[src/inc/nvm_regs_cfg.svh]
// constant definitions for the nvm clock, security and index register bank
`ifndef NVM_REGS_CFG_SVH
`define NVM_REGS_CFG_SVH

// ***************************************************************
// register indices (byte address = index * 4)
// ***************************************************************
`define CLKDIV_IDX 16'h3020
`define SEC_COPY_IDX 16'h3021
`define WORD_INDEX_IDX 16'h3022
`define CMD_HI_IDX 16'h302A
`define CMD_LO_IDX 16'h302B

// ***************************************************************
// field positions
// ***************************************************************
`define DIV_WRITTEN_BIT 7
`define DIV_LOCK_BIT 6
`define DIVISOR_MSB 5
`define KEY_MSB 7
`define KEY_LSB 6
`define SEC_MSB 1
`define SEC_LSB 0
`define INDEX_MSB 2

// ***************************************************************
// reset values and encodings
// ***************************************************************
`define CLKDIV_RESET 8'h00
`define WORD_INDEX_RESET 3'h0
`define SEC_COPY_RESET 8'h00
`define KEY_ENABLED 2'h2
`define SEC_UNSECURED 2'h2
`define SEC_BYTE_ADDR 16'hFF7F
`define RESP_OKAY 2'h0
`define RESP_SLVERR 2'h2

`endif

[src/inc/nvm_regs_pkg.sv]
// types shared by the nvm register bank files
package nvm_regs_pkg;
    // security byte loader sequence
    typedef enum logic [1:0] {
        LD_REQ = 2'b00,
        LD_WAIT = 2'b01,
        LD_DONE = 2'b10
    } load_state_t;
    // axi response code
    typedef logic [1:0] axi_resp_t;
endpackage : nvm_regs_pkg

[src/hw/security_byte_loader.sv]
// fetches the stored security byte from flash once after reset
`timescale 1ns/1ps
`include "nvm_regs_cfg.svh"
module security_byte_loader
(
    // clock and reset
    input wire logic aclk,
    input wire logic aresetn,
    // flash read port
    output logic flash_rd_req,
    output logic [15:0] flash_rd_addr,
    input wire logic [7:0] flash_rd_data,
    input wire logic flash_rd_valid,
    // loaded copy
    output logic [7:0] sec_byte,
    output logic load_done
);
    // ***************************************************************
    // load sequence
    // ***************************************************************
    nvm_regs_pkg::load_state_t state_reg; // loader state
    wire take_w = (state_reg == nvm_regs_pkg::LD_WAIT) && flash_rd_valid;

    // request is raised from release of reset until the byte returns
    always_ff @(posedge aclk)
    begin
        if (!aresetn)
        begin
            state_reg <= nvm_regs_pkg::LD_REQ;
            flash_rd_req <= 1'b0;
            flash_rd_addr <= 16'h0000;
            sec_byte <= `SEC_COPY_RESET;
            load_done <= 1'b0;
        end
        else
        begin
            unique case (state_reg)
                nvm_regs_pkg::LD_REQ:
                begin
                    state_reg <= nvm_regs_pkg::LD_WAIT;
                    flash_rd_req <= 1'b1;
                    flash_rd_addr <= `SEC_BYTE_ADDR;
                end
                nvm_regs_pkg::LD_WAIT:
                begin
                    // capture only once: later reads cannot alter the copy
                    if (take_w)
                    begin
                        state_reg <= nvm_regs_pkg::LD_DONE;
                        flash_rd_req <= 1'b0;
                        sec_byte <= flash_rd_data;
                        load_done <= 1'b1;
                    end
                end
                default:
                begin
                    state_reg <= nvm_regs_pkg::LD_DONE;
                end
            endcase
        end
    end
endmodule : security_byte_loader

[src/hw/program_timebase.sv]
// divides the bus clock by divisor+1 into a timebase tick
`timescale 1ns/1ps
module program_timebase
#(
    parameter int DIV_W = 6
)
(
    // clock and reset
    input wire logic aclk,
    input wire logic aresetn,
    // divider setting
    input wire logic enable,
    input wire logic [DIV_W-1:0] divisor,
    // timebase
    output logic tick
);
    initial
    begin
        if (DIV_W < 1 || DIV_W > 16)
        begin
            $error("program_timebase: DIV_W out of range");
        end
    end

    // ***************************************************************
    // tick counter
    // ***************************************************************
    logic [DIV_W-1:0] count_reg; // cycles since last tick
    wire wrap_w = (count_reg >= divisor);

    // runs only once the divider has been loaded; a divisor written
    // mid-count takes effect at the next wrap at latest
    always_ff @(posedge aclk)
    begin
        if (!aresetn || !enable)
        begin
            count_reg <= '0;
            tick <= 1'b0;
        end
        else
        begin
            count_reg <= wrap_w ? '0 : count_reg + 1'b1;
            tick <= wrap_w;
        end
    end
endmodule : program_timebase

[src/hw/nvm_clock_security_index_regs.sv]
// axi4-lite register bank: clock divider, security copy and command index
`timescale 1ns/1ps
`include "nvm_regs_cfg.svh"
// Function
// - bit 7 shows divider written since reset
// - lock bit freezes divisor until reset
// - security copy readable, writes ignored
// - security copy loaded from flash 0xFF7F
// - backdoor enabled only for value 10
// - unsecured only for state value 10
// - backdoor unlock forces state to 10
// - index bits 7 to 3 read zero
// - index selects command object word
// - index at launch gives word count
// - divider and index reset to 00h
module nvm_clock_security_index_regs
#(
    parameter int ADDR_W = 16,
    parameter int WORDS = 8
)
(
    // clock and reset
    input wire logic aclk,
    input wire logic aresetn,
    // axi4-lite write address
    input wire logic [ADDR_W-1:0] awaddr,
    input wire logic [2:0] awprot,
    input wire logic awvalid,
    output logic awready,
    // axi4-lite write data
    input wire logic [31:0] wdata,
    input wire logic [3:0] wstrb,
    input wire logic wvalid,
    output logic wready,
    // axi4-lite write response
    output logic [1:0] bresp,
    output logic bvalid,
    input wire logic bready,
    // axi4-lite read address
    input wire logic [ADDR_W-1:0] araddr,
    input wire logic [2:0] arprot,
    input wire logic arvalid,
    output logic arready,
    // axi4-lite read data
    output logic [31:0] rdata,
    output logic [1:0] rresp,
    output logic rvalid,
    input wire logic rready,
    // flash read port for the security byte
    output logic flash_rd_req,
    output logic [15:0] flash_rd_addr,
    input wire logic [7:0] flash_rd_data,
    input wire logic flash_rd_valid,
    // command sequencer side
    input wire logic command_done_flag,
    input wire logic cmd_launch,
    input wire logic [2:0] cmd_rd_index,
    output logic [15:0] cmd_rd_word,
    output logic [2:0] launch_index,
    input wire logic backdoor_unlocked,
    // security and timebase outputs
    output logic backdoor_allowed,
    output logic device_secured,
    output logic divider_written_flag,
    output logic timebase_tick
);
    // ***************************************************************
    // elaboration checks
    // ***************************************************************
    initial
    begin
        if (ADDR_W < 16 || ADDR_W > 32)
        begin
            $error("ADDR_W must lie between 16 and 32");
        end
        if (WORDS != 8)
        begin
            $error("WORDS must be 8 for a three-bit index");
        end
    end

    // word addresses of the registers
    localparam logic [ADDR_W-3:0] CLKDIV_A = (ADDR_W-2)'(`CLKDIV_IDX);
    localparam logic [ADDR_W-3:0] SEC_A = (ADDR_W-2)'(`SEC_COPY_IDX);
    localparam logic [ADDR_W-3:0] INDEX_A = (ADDR_W-2)'(`WORD_INDEX_IDX);
    localparam logic [ADDR_W-3:0] HI_A = (ADDR_W-2)'(`CMD_HI_IDX);
    localparam logic [ADDR_W-3:0] LO_A = (ADDR_W-2)'(`CMD_LO_IDX);

    // ***************************************************************
    // register state
    // ***************************************************************
    logic written_reg; // divider written since reset
    logic lock_reg; // divisor frozen
    logic [`DIVISOR_MSB:0] divisor_reg; // clock divisor field
    logic [`INDEX_MSB:0] index_reg; // command word index field
    logic [15:0] cmd_array [WORDS]; // command object words
    logic forced_reg; // unsecured by backdoor key
    logic [7:0] sec_byte_w; // byte from the loader
    logic load_done_w; // loader finished

    // ***************************************************************
    // axi write channel
    // ***************************************************************
    logic aw_held_reg; // write address captured
    logic w_held_reg; // write data captured
    logic [ADDR_W-3:0] aw_word_reg; // captured word address
    logic [7:0] w_byte_reg; // captured low byte
    logic w_lane0_reg; // low byte lane enabled
    logic awready_reg;
    logic wready_reg;
    logic bvalid_reg;
    nvm_regs_pkg::axi_resp_t bresp_reg;

    // handshakes and write decode
    wire aw_fire = awvalid && awready_reg;
    wire w_fire = wvalid && wready_reg;
    wire wr_do = aw_held_reg && w_held_reg && !bvalid_reg;
    wire wr_en = wr_do && w_lane0_reg;
    wire wr_clkdiv = (aw_word_reg == CLKDIV_A);
    wire wr_sec = (aw_word_reg == SEC_A);
    wire wr_index = (aw_word_reg == INDEX_A);
    wire wr_hi = (aw_word_reg == HI_A);
    wire wr_lo = (aw_word_reg == LO_A);
    wire wr_hit = wr_clkdiv || wr_sec || wr_index || wr_hi || wr_lo;
    // a divider write during a command is dropped rather than corrupting
    // the timers of the running operation
    wire div_wr = wr_en && wr_clkdiv && command_done_flag;
    wire aw_held_next = (aw_held_reg || aw_fire) && !wr_do;
    wire w_held_next = (w_held_reg || w_fire) && !wr_do;
    wire bvalid_next = wr_do || (bvalid_reg && !bready);

    // capture address and data in either order, answer after both
    always_ff @(posedge aclk)
    begin
        if (!aresetn)
        begin
            aw_held_reg <= 1'b0;
            w_held_reg <= 1'b0;
            aw_word_reg <= '0;
            w_byte_reg <= 8'h00;
            w_lane0_reg <= 1'b0;
            awready_reg <= 1'b0;
            wready_reg <= 1'b0;
            bvalid_reg <= 1'b0;
            bresp_reg <= `RESP_OKAY;
        end
        else
        begin
            aw_held_reg <= aw_held_next;
            w_held_reg <= w_held_next;
            awready_reg <= !aw_held_next && !bvalid_next;
            wready_reg <= !w_held_next && !bvalid_next;
            bvalid_reg <= bvalid_next;
            if (aw_fire)
            begin
                aw_word_reg <= awaddr[ADDR_W-1:2];
            end
            if (w_fire)
            begin
                w_byte_reg <= wdata[7:0];
                w_lane0_reg <= wstrb[0];
            end
            // unmapped write answers with slave error
            if (wr_do)
            begin
                bresp_reg <= wr_hit ? `RESP_OKAY : `RESP_SLVERR;
            end
        end
    end

    // ***************************************************************
    // divider, index and security state
    // ***************************************************************
    always_ff @(posedge aclk)
    begin
        if (!aresetn)
        begin
            written_reg <= 1'b0;
            lock_reg <= 1'b0;
            divisor_reg <= '0;
            index_reg <= `WORD_INDEX_RESET;
            forced_reg <= 1'b0;
        end
        else
        begin
            // any accepted write marks the register loaded
            if (div_wr)
            begin
                written_reg <= 1'b1;
            end
            // lock only sets; it clears by reset alone
            if (div_wr && !lock_reg)
            begin
                lock_reg <= w_byte_reg[`DIV_LOCK_BIT];
                divisor_reg <= w_byte_reg[`DIVISOR_MSB:0];
            end
            if (wr_en && wr_index)
            begin
                index_reg <= w_byte_reg[`INDEX_MSB:0];
            end
            // sticky until reset; event outranks nothing that clears it
            if (backdoor_unlocked)
            begin
                forced_reg <= 1'b1;
            end
        end
    end

    // ***************************************************************
    // command object array
    // ***************************************************************
    // hi and lo bytes of the word picked by the index
    always_ff @(posedge aclk)
    begin
        if (!aresetn)
        begin
            for (int i = 0; i < WORDS; i++)
            begin
                cmd_array[i] <= 16'h0000;
            end
        end
        else if (wr_en && wr_hi)
        begin
            cmd_array[index_reg][15:8] <= w_byte_reg;
        end
        else if (wr_en && wr_lo)
        begin
            cmd_array[index_reg][7:0] <= w_byte_reg;
        end
    end

    // ***************************************************************
    // read data decode
    // ***************************************************************
    wire [ADDR_W-3:0] ar_word = araddr[ADDR_W-1:2];
    wire [7:0] clkdiv_read = {written_reg, lock_reg, divisor_reg};
    // reserved bits pass through as loaded; the copy has no write path
    wire [1:0] sec_state = forced_reg ? `SEC_UNSECURED : sec_byte_w[`SEC_MSB:`SEC_LSB];
    wire [7:0] sec_read = {sec_byte_w[7:2], sec_state};
    wire [7:0] index_read = {5'h00, index_reg};
    wire [15:0] cur_word = cmd_array[index_reg];
    wire rd_hit = (ar_word == CLKDIV_A) || (ar_word == SEC_A) || (ar_word == INDEX_A)
        || (ar_word == HI_A) || (ar_word == LO_A);
    wire [7:0] rd_byte = (ar_word == CLKDIV_A) ? clkdiv_read :
        (ar_word == SEC_A) ? sec_read :
        (ar_word == INDEX_A) ? index_read :
        (ar_word == HI_A) ? cur_word[15:8] :
        (ar_word == LO_A) ? cur_word[7:0] : 8'h00;

    // ***************************************************************
    // axi read channel
    // ***************************************************************
    logic arready_reg;
    logic rvalid_reg;
    logic [31:0] rdata_reg;
    nvm_regs_pkg::axi_resp_t rresp_reg;
    wire ar_fire = arvalid && arready_reg;
    wire rvalid_next = ar_fire || (rvalid_reg && !rready);

    // one read in flight; data held until rready
    always_ff @(posedge aclk)
    begin
        if (!aresetn)
        begin
            arready_reg <= 1'b0;
            rvalid_reg <= 1'b0;
            rdata_reg <= 32'h0000_0000;
            rresp_reg <= `RESP_OKAY;
        end
        else
        begin
            arready_reg <= !rvalid_next;
            rvalid_reg <= rvalid_next;
            if (ar_fire)
            begin
                rdata_reg <= {24'h000000, rd_byte};
                rresp_reg <= rd_hit ? `RESP_OKAY : `RESP_SLVERR;
            end
        end
    end

    // ***************************************************************
    // sequencer and security outputs
    // ***************************************************************
    logic [15:0] cmd_rd_word_reg;
    logic [2:0] launch_index_reg;
    logic key_reg;
    logic secured_reg;

    // registered copies so every output leaves a flop
    always_ff @(posedge aclk)
    begin
        if (!aresetn)
        begin
            cmd_rd_word_reg <= 16'h0000;
            launch_index_reg <= 3'h0;
            key_reg <= 1'b0;
            secured_reg <= 1'b1;
        end
        else
        begin
            cmd_rd_word_reg <= cmd_array[cmd_rd_index];
            // launch follows the done flag being cleared by software
            if (cmd_launch)
            begin
                launch_index_reg <= index_reg;
            end
            key_reg <= load_done_w && (sec_read[`KEY_MSB:`KEY_LSB] == `KEY_ENABLED);
            secured_reg <= (sec_state != `SEC_UNSECURED);
        end
    end

    // ***************************************************************
    // sub-blocks
    // ***************************************************************
    security_byte_loader security_byte_loader_i
    (
        .aclk(aclk),
        .aresetn(aresetn),
        .flash_rd_req(flash_rd_req),
        .flash_rd_addr(flash_rd_addr),
        .flash_rd_data(flash_rd_data),
        .flash_rd_valid(flash_rd_valid),
        .sec_byte(sec_byte_w),
        .load_done(load_done_w)
    );

    program_timebase #(.DIV_W(`DIVISOR_MSB + 1)) program_timebase_i
    (
        .aclk(aclk),
        .aresetn(aresetn),
        .enable(written_reg),
        .divisor(divisor_reg),
        .tick(timebase_tick)
    );

    // port drives
    assign awready = awready_reg;
    assign wready = wready_reg;
    assign bvalid = bvalid_reg;
    assign bresp = bresp_reg;
    assign arready = arready_reg;
    assign rvalid = rvalid_reg;
    assign rdata = rdata_reg;
    assign rresp = rresp_reg;
    assign cmd_rd_word = cmd_rd_word_reg;
    assign launch_index = launch_index_reg;
    assign backdoor_allowed = key_reg;
    assign device_secured = secured_reg;
    assign divider_written_flag = written_reg;
endmodule : nvm_clock_security_index_regs

[config.mk]
export PLATFORM = sky130hd
export DESIGN_NAME = nvm_clock_security_index_regs
export DESIGN_NICKNAME = d
export VERILOG_FILES = /design/src/inc/nvm_regs_pkg.sv /design/src/hw/security_byte_loader.sv /design/src/hw/program_timebase.sv /design/src/hw/nvm_clock_security_index_regs.sv
export VERILOG_INCLUDE_DIRS = /design/src /design/src/inc
export SDC_FILE = /design/constraint.sdc
export NUM_CORES = 1
export LEC_CHECK = 0
export ABC_CLOCK_PERIOD_IN_PS = 2380
export BUFFER_PORTS_ARGS = -buffer_cell sky130_fd_sc_hd__buf_4
export CAP_MARGIN = 20
export CORE_MARGIN = 2
export CORE_UTILIZATION = 52
export CTS_CLUSTER_SIZE = 10
export DETAILED_ROUTE_END_ITERATION = 8
export PLACE_DENSITY = 0.77
export SLEW_MARGIN = 20
export SYNTH_ARGS = -nofsm -noshare
export SYNTH_HDL_FRONTEND = slang
export SYNTH_SLANG_ARGS = --single-unit
[constraint.sdc]
create_clock -name aclk -period 2.38 [get_ports aclk]
set_input_delay 0.357 -clock aclk [delete_from_list [all_inputs] [get_ports aclk]]
set_output_delay 0.357 -clock aclk [all_outputs]
set_load 0.05 [all_outputs]
---- After elaboration in Yosys (flattened, before gate mapping) ----
Memories as Yosys holds them, arrays and structs flattened. A register that Yosys moved wholly into a read port is not among the register bits.
Cells that the tools add are included.
operators by class
  add/sub/neg operators ................... 1
  order comparisons ....................... 1
  eq/ne operators ......................... 14
  mux-type cells .......................... 25
  reductions and logical operators ........ 51
operator list
  operator                count
  $eq A14 B14 Y1 const B  10
  $mux W8                 5
  $logic_and A1 B1 Y1     20
  $mux W16                1
  $reduce_or A16 Y1       1
  $logic_or A1 B1 Y1      13
  $logic_not A1 Y1        12
  $mux W2                 5
  $mux W1                 9
  $mux W3                 3
  $add A6 B1 Y6 const B   1
  $ge A6 B6 Y1            1
  $pmux W2 S2             1
  $reduce_and A2 Y1       2
  $eq A2 B1 Y1 const B    1
  $eq A2 B2 Y1 const B    1
  $logic_not A2 Y1        1
  $ne A2 B1 Y1 const B    1
  $ne A2 B2 Y1 const B    1
  $pmux W1 S2             1
  $reduce_bool A2 Y1      1
  $reduce_or A2 Y1        1
storage, ports and cells
  register bits ........................... 79
  memory bits (writable) .................. 128
  bits of input ports ..................... 96
  output and inout port bits .............. 81
  word-level logic and storage cells ...... 121
  memories kept ........................... 1
memories
  memory     words  bits a word  rd ports  clocked after Yosys merged registers in  wr ports  line                                 text
  cmd_array  8      16           2         2                                        8         nvm_clock_security_index_regs.sv:96  logic [15:0] cmd_array [WORDS];

---- Depth between registers and ports, before layout ----
  word-level depth ........................ 10
  gate-level depth with buffers ........... 7

---- Hierarchy ----
Synthesis repeated with hierarchy kept, for this count alone.
second synthesis, totals
  cell total of the unflattened synthesis .. 901
  area, all modules ....................... 11218.3 um^2
by module, submodules not included
  module                         times used  cells an instance  area an instance (um^2)  sequential area each (um^2)
  nvm_clock_security_index_regs  1           788                10183.5                  5365.1
  security_byte_loader           1           67                 628.1                    260.2
  program_timebase               1           46                 406.6                    140.1

---- Least setup slack after synthesis ----
OpenSTA, ideal clock, no wires.
  kind .................................... flip-flop to flip-flop
  from .................................... reg bvalid_reg, in the netlist bvalid
  to ...................................... mem cmd_array[0][10] (enable)
  library setup time ...................... 0.384 ns
  arrival ................................. 2.094 ns
  setup slack ............................. -0.098 ns
  cell stages (with the launch flop) ...... 6
  path buffers ............................ 1
  clock period less this slack ............ 2.478 ns
  cells stage by stage .................... dfxtp_1 -> and4b_1 -> nand4_1 -> or3_1 -> clkbuf_1 -> o21ai_0
RTL lines
  element                   line                                  text
  start: declaration        nvm_clock_security_index_regs.sv:111  logic bvalid_reg;
  start signal: assignment  nvm_clock_security_index_regs.sv:153  bvalid_reg <= bvalid_next;
  end: declaration          nvm_clock_security_index_regs.sv:96

==> results.json <==
{
  "crit_path_start_kind": "flop",
  "period_minus_slack_ns": 2.19,
  "synth_cell_type_count": 56,
  "fin_ws_ns": 0.190,
  "design.core.area_sq_mm": 0.0210,
  "drtPass1Iterations": 5,
  "path_delay_family": "multiplexers",
  "final-hold-violation-count": 0,
  "grt_use_total": 0.234,
  "setup_viol": 0,
  "status": "complete, no violations",
  "yosys_warnings": 0,
  "synth_most_common_cell": "and2_1",
  "grt_pass1_vias": 7208,
  "fillCellCount": 1674,
  "synth_seq_cells": 224,
  "async_reset_ff_frac": 0,
  "multi_input_area_sq_mm": 0.00491,
  "met1_usage": 0.327,
  "grt_first_pass_wirelength_mm": 40.0,
  "grtUsageMet3": 0.0403,
  "die_w_microns": 150,
  "top_usage_layer": "met2",
  "min_period_over_period": 0.920,
  "slew_headroom": 0.449,
  "place_ws_ns": 0.156,
  "start_util": 0.531,
  "vias": 7418,
  "drive_above_1_share": 0.260,
  "yosys.area.top_type": "edfxtp_1",
  "io_pins": 177,
  "hold_buffers": 0,
  "clock_path_buffers": 3,
  "synth_top_area_frac": 0.345,
  "ir_drop_uv": 445,
  "area_growth_pct": 16.5,
  "power.density_mw_per_mm2": 679,
  "vias_per_cell": 5.65,
  "portBuffers": 112,
  "synth_common_cells": "and2_1, edfxtp_1, dfxtp_1, nand2_1, mux4_2",
  "path_cells": "buf_12 -> mux4_2 -> mux2i_1 -> buf_4 -> nor3_1 -> a2111oi_0 -> nor3_1",
  "critical_path_arrival_ns": 2.58,
  "slew_viol_final": 0,
  "path_buf_inv": 2,
  "required_ns": 2.77,
  "place.gp.congestion": 0.862,
  "synth_area_leaders": "edfxtp_1, dfxtp_1, mux4_2",
  "numCtsBuffers": 26,
  "grt_use_met2": 0.380,
  "largest_reg_flops": 128,
  "clk-insertion-delay-late_ns": 0.52,
  "overflow": 0,
  "seq_area_frac_synth": 0.517,
  "drtAntennaViolNets": 0,
  "hold_path.class": "input pin to flop",
  "htreeDepth": 1,
  "die_area_sq_mm": 0.0226,
  "antenna_found_initial": 1,
  "nNetsFinal": 1124,
  "synthFlopType": "edfxtp_1",
  "worst_pin_slew_ns": 0.825,
  "fin_skew_ns": 0.0137,
  "criticalPathCategory": "flop to flop",
  "antenna_cells": 0,
  "cpMostUsedCell": "nor3_1",
  "grt_setup_unrepaired": "false",
  "critPathMaxFanout": 22,
  "setup_tns_ns": 0,
  "seq_area_sq_mm": 0.00577,
  "grt_max_degree": 54,
  "clock-root-buffer": "clkbuf_16",
  "drc": 0,
  "drv_cap": 0,
  "cp_slowest_stage_delay_ns": 0.52,
  "totalWireLength_mm": 26.3,
  "cts.sinks": 224,
  "p_total_w": 0.00883,
  "p_leak_nw": 4.93,
  "syn_area_sq_mm": 0.0112,
  "drt_first_iter_violations": 672,
  "cp_slowest_cell": "mux4_2",
  "endpoint_kind": "flop",
  "syn_inst": 909,
  "die_h_microns": 150,
  "syn_avg_cell_area_sq_um": 12.3,
  "rows": 53,
  "synth-edff-count": 128,
  "cts.clk_slew.worst_paths_ns": 0.06,
  "max_freq_mhz": 457,
  "dpl.hpwl_mm": 18.2,
  "post_drt_wl_per_cell_microns": 20.0,
  "tritoncts": "built"
}
kinds of logic after synthesis:
logic type               Yosys count  synth area share
AND/OR/NAND/NOR                  346             0.178
flip-flops                       224             0.517
multiplexers                     120             0.182
buffers and inverters            107            0.0528
AO/OA/AOI/OAI                    100            0.0592
adder cells (fa/ha/maj)            7           0.00785
XOR/XNOR                           4           0.00314
other                              1          0.000336
placed cells by master, fill, tap and decap left out, types with 7 or more instances in the layout:
cell,count
a21oi_1,11
nand2_1,74
and2_1,134
nand4_1,7
nor2b_1,43
conb_1,27
nor3_1,9
dfxtp_1,95
ha_1,7
a21boi_0,28
edfxtp_1,128
clkbuf_1,16
o31ai_1,7
buf_4,151
mux2_2,10
mux2i_1,45
o21ai_0,35
nand2b_1,12
nor2_1,21
o21a_1,7
inv_1,11
mux4_2,62
clkbuf_16,27
layout make-up:
cell class / count / area share
tap: 275 / 0.0265
timing repair buffer: 154 / 0.0918
clock buffer: 44 / 0.0576
multi-input combinational: 604 / 0.377
sequential: 224 / 0.444
inverter: 11 / 0.00318
per-layer routing:
layer	up-vias	wire, microns	share of wire
met5	-	0	0
met4	0	697	0.027
met3	45	2160	0.082
met2	305	12600	0.48
met1	3636	10800	0.41
li1	3432	-	-
report_power, final:
| part | internal [W] | leakage, nW | switching, W | total (W) |
|---|---|---|---|---|
| Sequential | 0.00423 | 2.10 | 0.000126 | 0.00435 |
| Combinational | 0.000350 | 2.47 | 0.000580 | 0.000930 |
| Clock | 0.00211 | 0.359 | 0.00144 | 0.00355 |
| Total | 0.00669 | 4.93 | 0.00215 | 0.00883 |
metrics by stage:
step	hold WS [ns]	instances	util	cell area, sq um
6_report	0.0446	1312	0.618	13000
5_1_grt	0.0405	1312	0.618	13000
4_1_cts	0.0288	1312	0.618	13000
3_5_place_dp	0.455	1268	0.582	12200
3_3_place_gp	0.446	1268	0.582	12200
2_1_floorplan	0.431	935	-	11300
worst paths after layout:
| check | startpoint | endpoint | slack, ns | cells after the start |
|---|---|---|---|---|
| max | flop | rdata[1] | 0.19 | 7 |
| min | backdoor_unlocked | forced_reg | 0.04 | 2 |
| max reg2reg | flop | rdata[1] | 0.19 | 7 |
| min reg2reg | security_byte_loader_i.load_done | security_byte_loader_i.load_done | 0.46 | 2 |
what timing repair did:
action	in CTS	in global routing
resized for setup	0	2
buffers inserted	0	0
endpoints found under the setup margin	0	5
Note: power is estimated with default switching activity, not from simulation.
